File: src/rtl/acc_regs.svh
// Overview of operation
// - Reset gives eight acquisition clocks, divide by two.
// - Conversion lasts acquisition plus 19 converter clocks.
// - Temperature channel forces 16 clocks, divide 32.
// - Other channels use the programmed timing again.
// - Control fields program divider and acquisition.
// - Ready flag bit 0 and interrupt at end.
// - Reading the result clears the ready flag.
// - Busy output high for the whole conversion.
// - Busy reaches port pin only when enabled.
// - Result holds the latest 12-bit conversion.
// - Reset register access restores converter defaults.
// - Control at 0xffff0500, resets to 0x00000a00.
// - Control sets enable, input mode, trigger type.
// - Positive and negative inputs selected separately.
// - Gain and offset calibration registers exist.
// - Divider codes 000 to 101 give 1 to 32.
// - Acquisition codes 000 to 101 give 2 to 64.
// - Single software conversion resets type to 000.
// - Result in bits 27:16, sign copies above in differential mode, zeros otherwise.
`ifndef ACC_REGS_SVH
`define ACC_REGS_SVH
`define ACC_CTRL_ADDR 32'hffff0500
`define ACC_STAT_ADDR 32'hffff0504
`define ACC_RES_ADDR 32'hffff0508
`define ACC_PSEL_ADDR 32'hffff050c
`define ACC_NSEL_ADDR 32'hffff0510
`define ACC_RST_ADDR 32'hffff0514
`define ACC_GAIN_ADDR 32'hffff0518
`define ACC_OFFS_ADDR 32'hffff051c
`define ACC_GPO_ADDR 32'hffff0520
`define ACC_CTRL_RST 16'h0a00
`define ACC_DIV_MSB 13
`define ACC_DIV_LSB 11
`define ACC_ACQ_MSB 10
`define ACC_ACQ_LSB 8
`define ACC_EN_BIT 7
`define ACC_PWR_BIT 5
`define ACC_MODE_MSB 4
`define ACC_MODE_LSB 3
`define ACC_TYPE_MSB 2
`define ACC_TYPE_LSB 0
`define ACC_MODE_DIFF 2'h1
`define ACC_TY_EXT 3'h0
`define ACC_TY_T1 3'h1
`define ACC_TY_T0 3'h2
`define ACC_TY_SINGLE 3'h3
`define ACC_TY_CONT 3'h4
`define ACC_TY_PLA 3'h5
`define ACC_TY_PWM 3'h6
`define ACC_MAX_CODE 3'h5
`define ACC_TRIAL_CLKS 7'h13
`define ACC_TEMP_CH 5'h0d
`define ACC_TEMP_DIV 6'h20
`define ACC_TEMP_ACQ 7'h10
`define ACC_RESP_OKAY 2'h0
`define ACC_RESP_SLVERR 2'h2
`endif

File: src/rtl/acc_pkg.sv
package acc_pkg;
  typedef enum logic [2:0] {
    ST_IDLE = 3'b001,
    ST_ACQ = 3'b010,
    ST_TRIAL = 3'b100
  } acc_state_t;
  typedef struct packed {
    logic [5:0] div;
    logic [6:0] acq;
  } acc_timing_t;
endpackage

File: src/rtl/acc_top.sv
// The AXI4-Lite interface to the registers was left to the implementer.
`timescale 1ns/1ns
`include "acc_regs.svh"
module acc_top import acc_pkg::*; (
  // Clock and reset
  input wire logic aclk,
  input wire logic aresetn,
  // AXI4-Lite write channels
  input wire logic [31:0] awaddr,
  input wire logic awvalid,
  output logic awready,
  input wire logic [31:0] wdata,
  input wire logic [3:0] wstrb,
  input wire logic wvalid,
  output logic wready,
  output logic [1:0] bresp,
  output logic bvalid,
  input wire logic bready,
  // AXI4-Lite read channels
  input wire logic [31:0] araddr,
  input wire logic arvalid,
  output logic arready,
  output logic [31:0] rdata,
  output logic [1:0] rresp,
  output logic rvalid,
  input wire logic rready,
  // Converter core and triggers
  input wire logic [11:0] sample_code,
  input wire logic convst_in,
  input wire logic timer1_trig,
  input wire logic timer0_trig,
  input wire logic pla_trig,
  input wire logic pwm_trig,
  // Status and selection outputs
  output logic conversion_busy_out,
  output logic port0_bit2_pin,
  output logic conv_irq,
  output logic [4:0] positive_input_select,
  output logic [4:0] negative_input_select
);

  // ----------------------------------------
  // Storage
  // ----------------------------------------
  logic [15:0] converter_control;
  logic [11:0] gain_calibration;
  logic [11:0] offset_calibration;
  logic gpio_output_control;
  logic result_ready_flag;
  logic [31:0] converter_result;
  acc_state_t state;
  acc_state_t next_state;
  acc_timing_t cur;
  acc_timing_t prog;
  acc_timing_t next_cur;
  logic [5:0] div_cnt;
  logic [6:0] tick_cnt;
  logic aw_got;
  logic w_got;
  logic [31:0] awaddr_q;
  logic [31:0] wdata_q;
  logic [3:0] wstrb_q;
  logic [31:0] rd_data;
  logic rd_hit;
  logic trig_sel;

  function automatic logic [31:0] merge(input logic [31:0] old, input logic [31:0] nw,
                                        input logic [3:0] strb);
    logic [31:0] m;
    m = old;
    for (int i = 0; i < 4; i++) begin
      if (strb[i]) begin
        m[8*i +: 8] = nw[8*i +: 8];
      end
    end
    return m;
  endfunction

  // ----------------------------------------
  // Bus decode
  // ----------------------------------------
  wire wr_fire = aw_got && w_got && !bvalid;
  wire rd_fire = arvalid && arready;
  wire [31:0] wa = {awaddr_q[31:2], 2'h0};
  wire [31:0] ra = {araddr[31:2], 2'h0};
  wire wr_ctrl = wr_fire && (wa == `ACC_CTRL_ADDR);
  wire wr_psel = wr_fire && (wa == `ACC_PSEL_ADDR);
  wire wr_nsel = wr_fire && (wa == `ACC_NSEL_ADDR);
  wire wr_gain = wr_fire && (wa == `ACC_GAIN_ADDR);
  wire wr_offs = wr_fire && (wa == `ACC_OFFS_ADDR);
  wire wr_gpo = wr_fire && (wa == `ACC_GPO_ADDR);
  wire wr_hit = wr_ctrl || wr_psel || wr_nsel || wr_gain || wr_offs || wr_gpo ||
                (wa == `ACC_STAT_ADDR) || (wa == `ACC_RES_ADDR) || (wa == `ACC_RST_ADDR);
  wire rd_res = rd_fire && (ra == `ACC_RES_ADDR);
  wire soft_rst = (wr_fire && (wa == `ACC_RST_ADDR)) || (rd_fire && (ra == `ACC_RST_ADDR));
  wire creset = !aresetn || soft_rst;
  wire [31:0] wmerged = merge({16'h0, converter_control}, wdata_q, wstrb_q);
  wire [31:0] wnew = merge(32'h0, wdata_q, wstrb_q);

  always_comb begin
    rd_hit = 1'b1;
    rd_data = 32'h0;
    if (ra == `ACC_CTRL_ADDR) rd_data = {16'h0, converter_control};
    else if (ra == `ACC_STAT_ADDR) rd_data = {31'h0, result_ready_flag};
    else if (ra == `ACC_RES_ADDR) rd_data = converter_result;
    else if (ra == `ACC_PSEL_ADDR) rd_data = {27'h0, positive_input_select};
    else if (ra == `ACC_NSEL_ADDR) rd_data = {27'h0, negative_input_select};
    else if (ra == `ACC_GAIN_ADDR) rd_data = {20'h0, gain_calibration};
    else if (ra == `ACC_OFFS_ADDR) rd_data = {20'h0, offset_calibration};
    else if (ra == `ACC_GPO_ADDR) rd_data = {31'h0, gpio_output_control};
    else if (ra != `ACC_RST_ADDR) rd_hit = 1'b0;
  end

  // ----------------------------------------
  // Bus handshakes
  // ----------------------------------------
  always_ff @(posedge aclk) begin
    if (!aresetn) begin
      awready <= 1'b0;
      wready <= 1'b0;
      aw_got <= 1'b0;
      w_got <= 1'b0;
      awaddr_q <= 32'h0;
      wdata_q <= 32'h0;
      wstrb_q <= 4'h0;
    end else begin
      if (awvalid && awready) begin
        awready <= 1'b0;
        aw_got <= 1'b1;
        awaddr_q <= awaddr;
      end else if (wr_fire) begin
        aw_got <= 1'b0;
      end else if (!aw_got && !bvalid) begin
        awready <= 1'b1;
      end
      if (wvalid && wready) begin
        wready <= 1'b0;
        w_got <= 1'b1;
        wdata_q <= wdata;
        wstrb_q <= wstrb;
      end else if (wr_fire) begin
        w_got <= 1'b0;
      end else if (!w_got && !bvalid) begin
        wready <= 1'b1;
      end
    end
  end

  always_ff @(posedge aclk) begin
    if (!aresetn) begin
      bvalid <= 1'b0;
      bresp <= `ACC_RESP_OKAY;
      arready <= 1'b0;
      rvalid <= 1'b0;
      rdata <= 32'h0;
      rresp <= `ACC_RESP_OKAY;
    end else begin
      if (wr_fire) begin
        bvalid <= 1'b1;
        bresp <= wr_hit ? `ACC_RESP_OKAY : `ACC_RESP_SLVERR;
      end else if (bready) begin
        bvalid <= 1'b0;
      end
      if (rd_fire) begin
        arready <= 1'b0;
        rvalid <= 1'b1;
        rdata <= rd_data;
        rresp <= rd_hit ? `ACC_RESP_OKAY : `ACC_RESP_SLVERR;
      end else begin
        if (rready) begin
          rvalid <= 1'b0;
        end
        if (!rvalid) begin
          arready <= 1'b1;
        end
      end
    end
  end

  // ----------------------------------------
  // Conversion timing
  // ----------------------------------------
  wire [2:0] dcode = converter_control[`ACC_DIV_MSB:`ACC_DIV_LSB];
  wire [2:0] acode = converter_control[`ACC_ACQ_MSB:`ACC_ACQ_LSB];
  wire [2:0] ctype = converter_control[`ACC_TYPE_MSB:`ACC_TYPE_LSB];
  wire [2:0] dsel = (dcode > `ACC_MAX_CODE) ? `ACC_MAX_CODE : dcode;
  wire [2:0] asel = (acode > `ACC_MAX_CODE) ? `ACC_MAX_CODE : acode;
  assign prog = {6'h01 << dsel, 7'h02 << asel};
  wire temp_ch = positive_input_select == `ACC_TEMP_CH;
  assign next_cur = temp_ch ? {`ACC_TEMP_DIV, `ACC_TEMP_ACQ} : prog;
  wire tick = div_cnt == (cur.div - 6'h01);
  wire acq_end = (state == ST_ACQ) && tick && (tick_cnt == (cur.acq - 7'h01));
  wire done = (state == ST_TRIAL) && tick && (tick_cnt == (`ACC_TRIAL_CLKS - 7'h01));
  wire armed = converter_control[`ACC_EN_BIT] && converter_control[`ACC_PWR_BIT];
  wire go = armed && trig_sel && (state == ST_IDLE);
  wire sign = (converter_control[`ACC_MODE_MSB:`ACC_MODE_LSB] == `ACC_MODE_DIFF) &&
              sample_code[11];

  always_comb begin
    case (ctype)
      `ACC_TY_EXT: trig_sel = convst_in;
      `ACC_TY_T1: trig_sel = timer1_trig;
      `ACC_TY_T0: trig_sel = timer0_trig;
      `ACC_TY_SINGLE: trig_sel = 1'b1;
      `ACC_TY_CONT: trig_sel = 1'b1;
      `ACC_TY_PLA: trig_sel = pla_trig;
      `ACC_TY_PWM: trig_sel = pwm_trig;
      default: trig_sel = 1'b0;
    endcase
  end

  always_comb begin
    next_state = state;
    case (state)
      ST_IDLE: if (go) next_state = ST_ACQ;
      ST_ACQ: if (acq_end) next_state = ST_TRIAL;
      ST_TRIAL: if (done) next_state = ST_IDLE;
      default: next_state = ST_IDLE;
    endcase
    if (soft_rst) begin
      next_state = ST_IDLE;
    end
  end

  always_ff @(posedge aclk) begin
    if (creset) begin
      state <= ST_IDLE;
      cur <= {6'h01, 7'h02};
      div_cnt <= 6'h0;
      tick_cnt <= 7'h0;
    end else begin
      state <= next_state;
      if (go) cur <= next_cur;
      div_cnt <= (state == ST_IDLE || tick) ? 6'h0 : div_cnt + 6'h01;
      if (state == ST_IDLE || acq_end || done) begin
        tick_cnt <= 7'h0;
      end else if (tick) begin
        tick_cnt <= tick_cnt + 7'h01;
      end
    end
  end

  // ----------------------------------------
  // Converter registers
  // ----------------------------------------
  always_ff @(posedge aclk) begin
    if (creset) begin
      converter_control <= `ACC_CTRL_RST;
      positive_input_select <= 5'h0;
      negative_input_select <= 5'h0;
      gain_calibration <= 12'h0;
      offset_calibration <= 12'h0;
      result_ready_flag <= 1'b0;
      converter_result <= 32'h0;
      conv_irq <= 1'b0;
    end else begin
      if (wr_ctrl) begin
        converter_control <= wmerged[15:0];
      end else if (done && ctype == `ACC_TY_SINGLE) begin
        converter_control[`ACC_TYPE_MSB:`ACC_TYPE_LSB] <= `ACC_TY_EXT;
      end
      if (wr_psel) positive_input_select <= wnew[4:0];
      if (wr_nsel) negative_input_select <= wnew[4:0];
      if (wr_gain) gain_calibration <= wnew[11:0];
      if (wr_offs) offset_calibration <= wnew[11:0];
      if (done) begin
        result_ready_flag <= 1'b1;
      end else if (rd_res) begin
        result_ready_flag <= 1'b0;
      end
      if (done) converter_result <= {{4{sign}}, sample_code, 16'h0};
      conv_irq <= done;
    end
  end

  always_ff @(posedge aclk) begin
    if (!aresetn) begin
      gpio_output_control <= 1'b0;
      conversion_busy_out <= 1'b0;
      port0_bit2_pin <= 1'b0;
    end else begin
      if (wr_gpo) gpio_output_control <= wnew[0];
      conversion_busy_out <= next_state != ST_IDLE;
      port0_bit2_pin <= (next_state != ST_IDLE) && gpio_output_control;
    end
  end

  // ----------------------------------------
  // Checks
  // ----------------------------------------
  logic [11:0] cyc;
  always_ff @(posedge aclk) begin
    if (!aresetn || state == ST_IDLE) cyc <= 12'h0;
    else cyc <= cyc + 12'h001;
  end
endmodule

File: config.mk
export PLATFORM = sky130hd
export DESIGN_NAME = acc_top
export DESIGN_NICKNAME = d
export VERILOG_FILES = /design/src/rtl/acc_pkg.sv /design/src/rtl/acc_top.sv
export VERILOG_INCLUDE_DIRS = /design/src /design/src/rtl
export SDC_FILE = /design/constraint.sdc
export NUM_CORES = 1
export LEC_CHECK = 0
export ABC_AREA = 1
export BUFFER_PORTS_ARGS = -buffer_cell sky130_fd_sc_hd__buf_2
export CAP_MARGIN = 20
export CELL_PAD_IN_SITES_DETAIL_PLACEMENT = 1
export CELL_PAD_IN_SITES_GLOBAL_PLACEMENT = 2
export CORE_MARGIN = 4
export CORE_UTILIZATION = 28
export DETAILED_ROUTE_END_ITERATION = 16
export PLACE_DENSITY_LB_ADDON = 0.1
export SLEW_MARGIN = 20
export SYNTH_ARGS = -nofsm -noshare
export SYNTH_HDL_FRONTEND = slang
export SYNTH_SLANG_ARGS = --single-unit
File: constraint.sdc
create_clock -name aclk -period 1.8 [get_ports aclk]
set_input_delay 0.09 -clock aclk [delete_from_list [all_inputs] [get_ports aclk]]
set_output_delay 0.09 -clock aclk [all_outputs]
set_load 0.005 [all_outputs]
# [Yosys cells after proc, flatten, opt, wreduce, memory -nomap -nowiden]
# Index checks and enable logic that the tools add are counted.
[word_totals] memories=0 rom_bits=0 in_bits=124 reg_bits=190 ram_bits=0 latch_bits=0
[op_classes] reduce_logical=61 shifts=2 n_addsub=4 n_mux=42 div_mod_pow=0 eq_ne=35 multipliers=0 bitwise=2 magnitude_cmp=2
[op_table] op="equality test 30 bit (second input constant)" n=18
[op_table] op="two-way mux 32 bit" n=3
[op_table] op="two-way mux 12 bit" n=4
[op_table] op="inequality test 30 bit (second input constant)" n=1
[op_table] op="two-way mux 3 bit" n=9
[op_table] op="logical AND 1 bit" n=26
[op_table] op="two-way mux 1 bit" n=19
[op_table] op="logical OR 1 bit" n=13
[op_table] op="two-way mux 13 bit" n=1
[op_table] op="equality test 3 bit (second input constant)" n=4
[op_table] op="nonzero test 2 bit" n=6
[op_table] op="OR reduction 2 bit" n=6
[op_table] op="AND reduction 2 bit" n=5
[op_table] op="equality test 3 x 2 -> 1 bit (second input constant)" n=3
[op_table] op="case mux 3 bit (3 select lines)" n=1
[op_table] op="two-way mux 8 bit" n=1
[op_table] op="adder 7 x 1 -> 7 bit (second input constant)" n=1
[op_table] op="equality test 7 x 5 -> 1 bit (second input constant)" n=1
[op_table] op="equality test 7 bit" n=1
[op_table] op="<< shifter 2 x 3 -> 7 bit (first input constant)" n=1
[op_table] op="subtractor 7 x 1 -> 7 bit (second input constant)" n=1
[op_table] op="adder 6 x 1 -> 6 bit (second input constant)" n=1
[op_table] op="equality test 3 x 1 -> 1 bit (second input constant)" n=2
[op_table] op="equality test 6 bit" n=1
[op_table] op="13 further kinds" n=19

# [Logic depth before layout (Yosys ltp)]
[depth] depth_word=12 mapped_depth=17 depth_no_buf=17

# [Least setup slack after synthesis]
# OpenSTA, ideal clock, no wires.
[synth_path] path_kind="flip-flop to flip-flop" from="reg cur[7] in the netlist's numbering" to="reg converter_result[19]" setup_slack_ns=-0.010 path_stages_with_launch=12 t_arrival_ns=1.695 required_time_ns=1.685 period_less_slack_ns=1.810 n_path_buf=2 path_cell_list="dfxtp_1 inv_2 ha_1 xor2_1 o21ai_0 nor2_1 nand3_1 nor2_4 nand2_2 buf_6 buf_6 o21a_1"
[synth_via] elab_chain_len=4
[synth_rtl] element="from (decl)" line="acc_top.sv:53" text="acc_timing_t cur;"
[synth_rtl] element="from (signal assigned)" line="acc_top.sv:228" text="cur <= {6'h01, 7'h02};"
[synth_rtl] element="from (signal assigned)" line="acc_top.sv:233" text="if (go) cur <= next_cur;"
[synth_rtl] element="subtractor 6 x 1 -> 6 bit" line="acc_top.sv:191" text="wire tick = div_cnt == (cur.div - 6'h01);"
[synth_rtl] element="equality test 6 bit" line="acc_top.sv:191"
[synth_rtl] element="logical AND 1 bit (2 in a row)" line="acc_top.sv:193" text="wire done = (state == ST_TRIAL) && tick && (tick_cnt == (`ACC_TRIAL_CLKS - 7'h01));"
[synth_rtl] element="to (signal assigned)" line="acc_top.sv:271" text="if (done) converter_result <= {{4{sign}}, sample_code, 16'h0};"
[synth_rtl] element="to (decl)" line="acc_top.sv:50" text="logic [31:0] converter_result;"
# Every way passes these cells.
# A chain may end at the register's enable or synchronous reset.

# [Worst setup path after layout]
[layout_path] from="reg cur[7] in the netlist's numbering" to="reg converter_result[23]"
# The elaborated chain is that of the path after synthesis.

==> run_results.csv <==
group,metric,value,unit
setup_path,worstRegToRegCells,11,
finish,seqCellArea,3660,µm²
drt,met1_length,14800,µm
pwr,cellPowerDensity,706,nW/µm²
synth,synth-seq-cells,182,
clock_tree,h-tree-depth,4,
drt,num_vias,8492,
timing,worst_slew_pin_slew,0.707,ns
synth,async_reset_ff_frac,0,
synth,synth_top_cell_by_area,"dfxtp_1",
finish,multi_input_area,4630,µm²
placement,dp_hpwl,21800,µm
finish,nNetsFinal,1564,
setup_path,path_depth,11,
drt,routed.top_layer,"met4",
setup_path,worstSetupStartpoint,"cur[7]",
synth,synth_seq_area_share,0.434,
global_routing,grt_start_max_net_pins,42,
clock_tree,ctsLongestPathBuffers,2,
clock_tree,cts.sinks,182,
status,status,"finished with violations",
global_routing,track_usage,0.175,
job,maxCapViolCount,0,
synth,syn_inst,1120,
timing,tns,-3.24,ns
synth,synthFlopType,"dfxtp_1",
setup_path,crit_path_max_fanout,6,
global_routing,grt_pass1_vias,8562,
setup_path,r2r_slack,-0.12,ns
synth,ys_top_cells_by_count,"nand2_1 (196), dfxtp_1 (182), nor2_1 (141), a21oi_1 (98), inv_1 (92)",
timing,min_period_over_period,1.06,
setup_path,start_kind,"register",
timing,slew_viol_final,0,
drt,wl_per_cell,16.5,µm
setup_path,path_cells,"inv_2, ha_4, xor2_1, o21ai_1, nor2_1, nand3_1, nor2_4, nand2_4, clkbuf_16, a21oi_2, o21a_1",
clock_tree,clk_latency,0.44,ns
global_routing,antenna_found_initial,0,
drt,drc,0,
finish,area_growth,50.1,%
synth,ys_warn_count,0,
placement,placed_area,10300,µm²
timing,fmax,0.522,GHz
synth,syn-cell-area,8400,µm²
floorplan,die_x,181,µm
pwr,peakVddDrop,682,µV
setup_path,crit_end,"converter_result[23]",
placement,port_buffers,153,
finish,fill_cells,3627,
drt,wl_met2,14500,µm
floorplan,rows,63,
drt,firstDrtPassIters,4,
setup_path,worst_setup_path_end_kind,"register",
synth,post-synth-top-count-cell,"nand2_1",
clock_tree,cts_tree,"yes",
timing,fin_crit,1.92,ns
finish,fin_util,0.425,
setup_path,arrival,2.30,ns
setup_path,max_stage_delay,0.35,ns
timing,fin_ws,-0.116,ns
timing,finalHoldViolCount,0,
synth,postSynthAreaPerCell,7.50,µm²
setup_path,timing.rr.end,"converter_result[23]",
floorplan,dieArea,32800,µm²
timing,rsz0062_at_grt,"true",
clock_tree,cts_buffers,17,
pwr,leakage,0.00514,µW
finish,layout-drive-gt1-share,0.346,
clock_tree,cts_root_buf,"clkbuf_16",
clock_tree,cts.clk_slew.worst_paths,0.08,ns
floorplan,start_util,0.283,
floorplan,core,29600,µm²
min_path,hold_class,"in -> reg",
timing,finalSetupViolations,81,
synth,yosysUniqueCellTypes,50,
setup_path,worstPathRequired,2.19,ns
finish,stdcell_area,12600,µm²
status,failed_checks,"negative setup slack",
setup_path,cp_top_family,"simple AND/OR/NAND/NOR gates",
pwr,power,8900,µW
drt,routed_wirelength,30400,µm
drt,antenna_left,0,
drt,drt_iter0_markers,325,
setup_path,r2r_start,"cur[7]",
global_routing,grt_overflow,0,
synth,synth_edf_count,0,
floorplan,ios,178,
drt,avgViaCountPerCell,4.62,
synth,yosys.area.top_type_share,0.434,
setup_path,crit_slowest_cell,"dfxtp_2",
synth,synthTopCellsByArea,"dfxtp_1 (43%), nand2_1 (8.8%), nor2_1 (6.3%), a21oi_1 (5.8%), o21ai_0 (4.7%)",
setup_path,critPathKind,"reg -> reg",
global_routing,grt_pass1_wl,46300,µm
floorplan,fp.dieH,181,µm
timing,relSlewSlack,0.528,
placement,place_congestion,0.774,
finish,num_antenna_cells,0,
timing,fin_skew,0.0203,ns
setup_path,cp.buffers_inverters,2,
drt,route.met3.wl,900,µm
placement,pre_cts_slack,-0.188,ns
==> registers in the layout (all words and copies together), names as in the netlist, 3 cells and up <==
signal                 cells
awaddr_q                  30
converter_control         16
converter_result          13
cur                       12
div_cnt                    6
gain_calibration          12
negative_input_select      5
offset_calibration        12
positive_input_select      5
rdata                     29
state                      3
tick_cnt                   7
wdata_q                   16
==> power breakdown <==
part	internal (µW)	total (µW)	leakage [µW]	switching, µW
logic	410	835	0.00337	426
registers	4140	4220	0.00148	87.7
clock network	1980	3850	0.000291	1860
total	6530	8900	0.00514	2380
==> repair_timing <==
item | CTS | global route
gates resized for setup | 68 | 123
setup endpoints to repair | 96 | 97
hold buffers | 62 | 0
buffers inserted | 8 | 11
pin swaps | 20 | 41
gates cloned | 3 | 12
endpoints found under the hold margin | 63 | 0
==> per-layer routing <==
layer | global-route usage | up-vias
met5 | 0 | -
met4 | 0.0348 | 0
met3 | 0.0302 | 17
met2 | 0.298 | 140
met1 | 0.233 | 4009
li1 | - | 4326
==> logic make-up after synthesis <==
family | Yosys count | share of synthesized area
compound gates | 235 | 0.163
xor+xnor | 22 | 0.0229
fa+ha+maj | 5 | 0.00745
buf+inv | 159 | 0.0808
flops | 182 | 0.434
other cells | 1 | 0.000447
simple gates | 516 | 0.291
==> worst register-to-register path: stages, from the launching register on <==
cell and delay [ns]:
dfxtp_2 0.35, inv_2 0.05, ha_4 0.25, xor2_1 0.12, o21ai_1 0.09, nor2_1 0.09
nand3_1 0.13, nor2_4 0.20, nand2_4 0.14, clkbuf_16 0.22, a21oi_2 0.11, o21a_1 0.12
==> how the worst min path moves through the flow <==
stage,startpoint,endpoint,slack (ns),cells past startpoint
after detailed placement,rready,rvalid,0.29,2
after global placement,rready,rvalid,0.29,2
after CTS,awvalid,aw_got,0.11,4
after floorplan,rready,rvalid,0.20,1
final,awvalid,aw_got,0.13,4
after global routing,awvalid,aw_got,0.16,4
==> through the flow <==
step	hold slack, ns	instances
final	0.128	1838
after global placement	0.285	1713
after global routing	0.155	1838
after floorplan	0.195	1121
after CTS	0.109	1817
after detailed placement	0.295	1713
==> placed cells by master, fill, tap and decap left out, drive strengths merged, types with 3 or more instances in the layout <==
| master | netlist | layout |
|---|---|---|
| nor2 | 153 | 154 |
| o21a | 13 | 13 |
| xor2 | 14 | 14 |
| buf | 27 | 273 |
| a31oi | 3 | 3 |
| inv | 105 | 112 |
| dfxtp | 182 | 182 |
| o21ai | 80 | 80 |
| dlygate4sd3 | 0 | 62 |
| clkinv | 2 | 9 |
| a21oi | 98 | 98 |
| ha | 5 | 5 |
| nor3 | 20 | 20 |
| nand3 | 59 | 59 |
| o211ai | 4 | 4 |
| a211oi | 10 | 10 |
| nor4 | 7 | 7 |
| o31ai | 12 | 12 |
| a41oi | 7 | 7 |
| xnor2 | 8 | 8 |
| or2 | 46 | 46 |
| a32o | 4 | 4 |
| nand2 | 200 | 200 |
| clkbuf | 25 | 28 |
| nand4 | 29 | 29 |
==> layout make-up <==
class | count | area share
timing repair inverter | 1 | 0.000496
timing repair buffer | 345 | 0.222
inverter | 107 | 0.0336
clock buffer | 18 | 0.0340
sequential | 182 | 0.291
clock inverter | 14 | 0.0129
multi-input combinational | 781 | 0.368
tap | 390 | 0.0387
(Power assumes the default switching activity.)
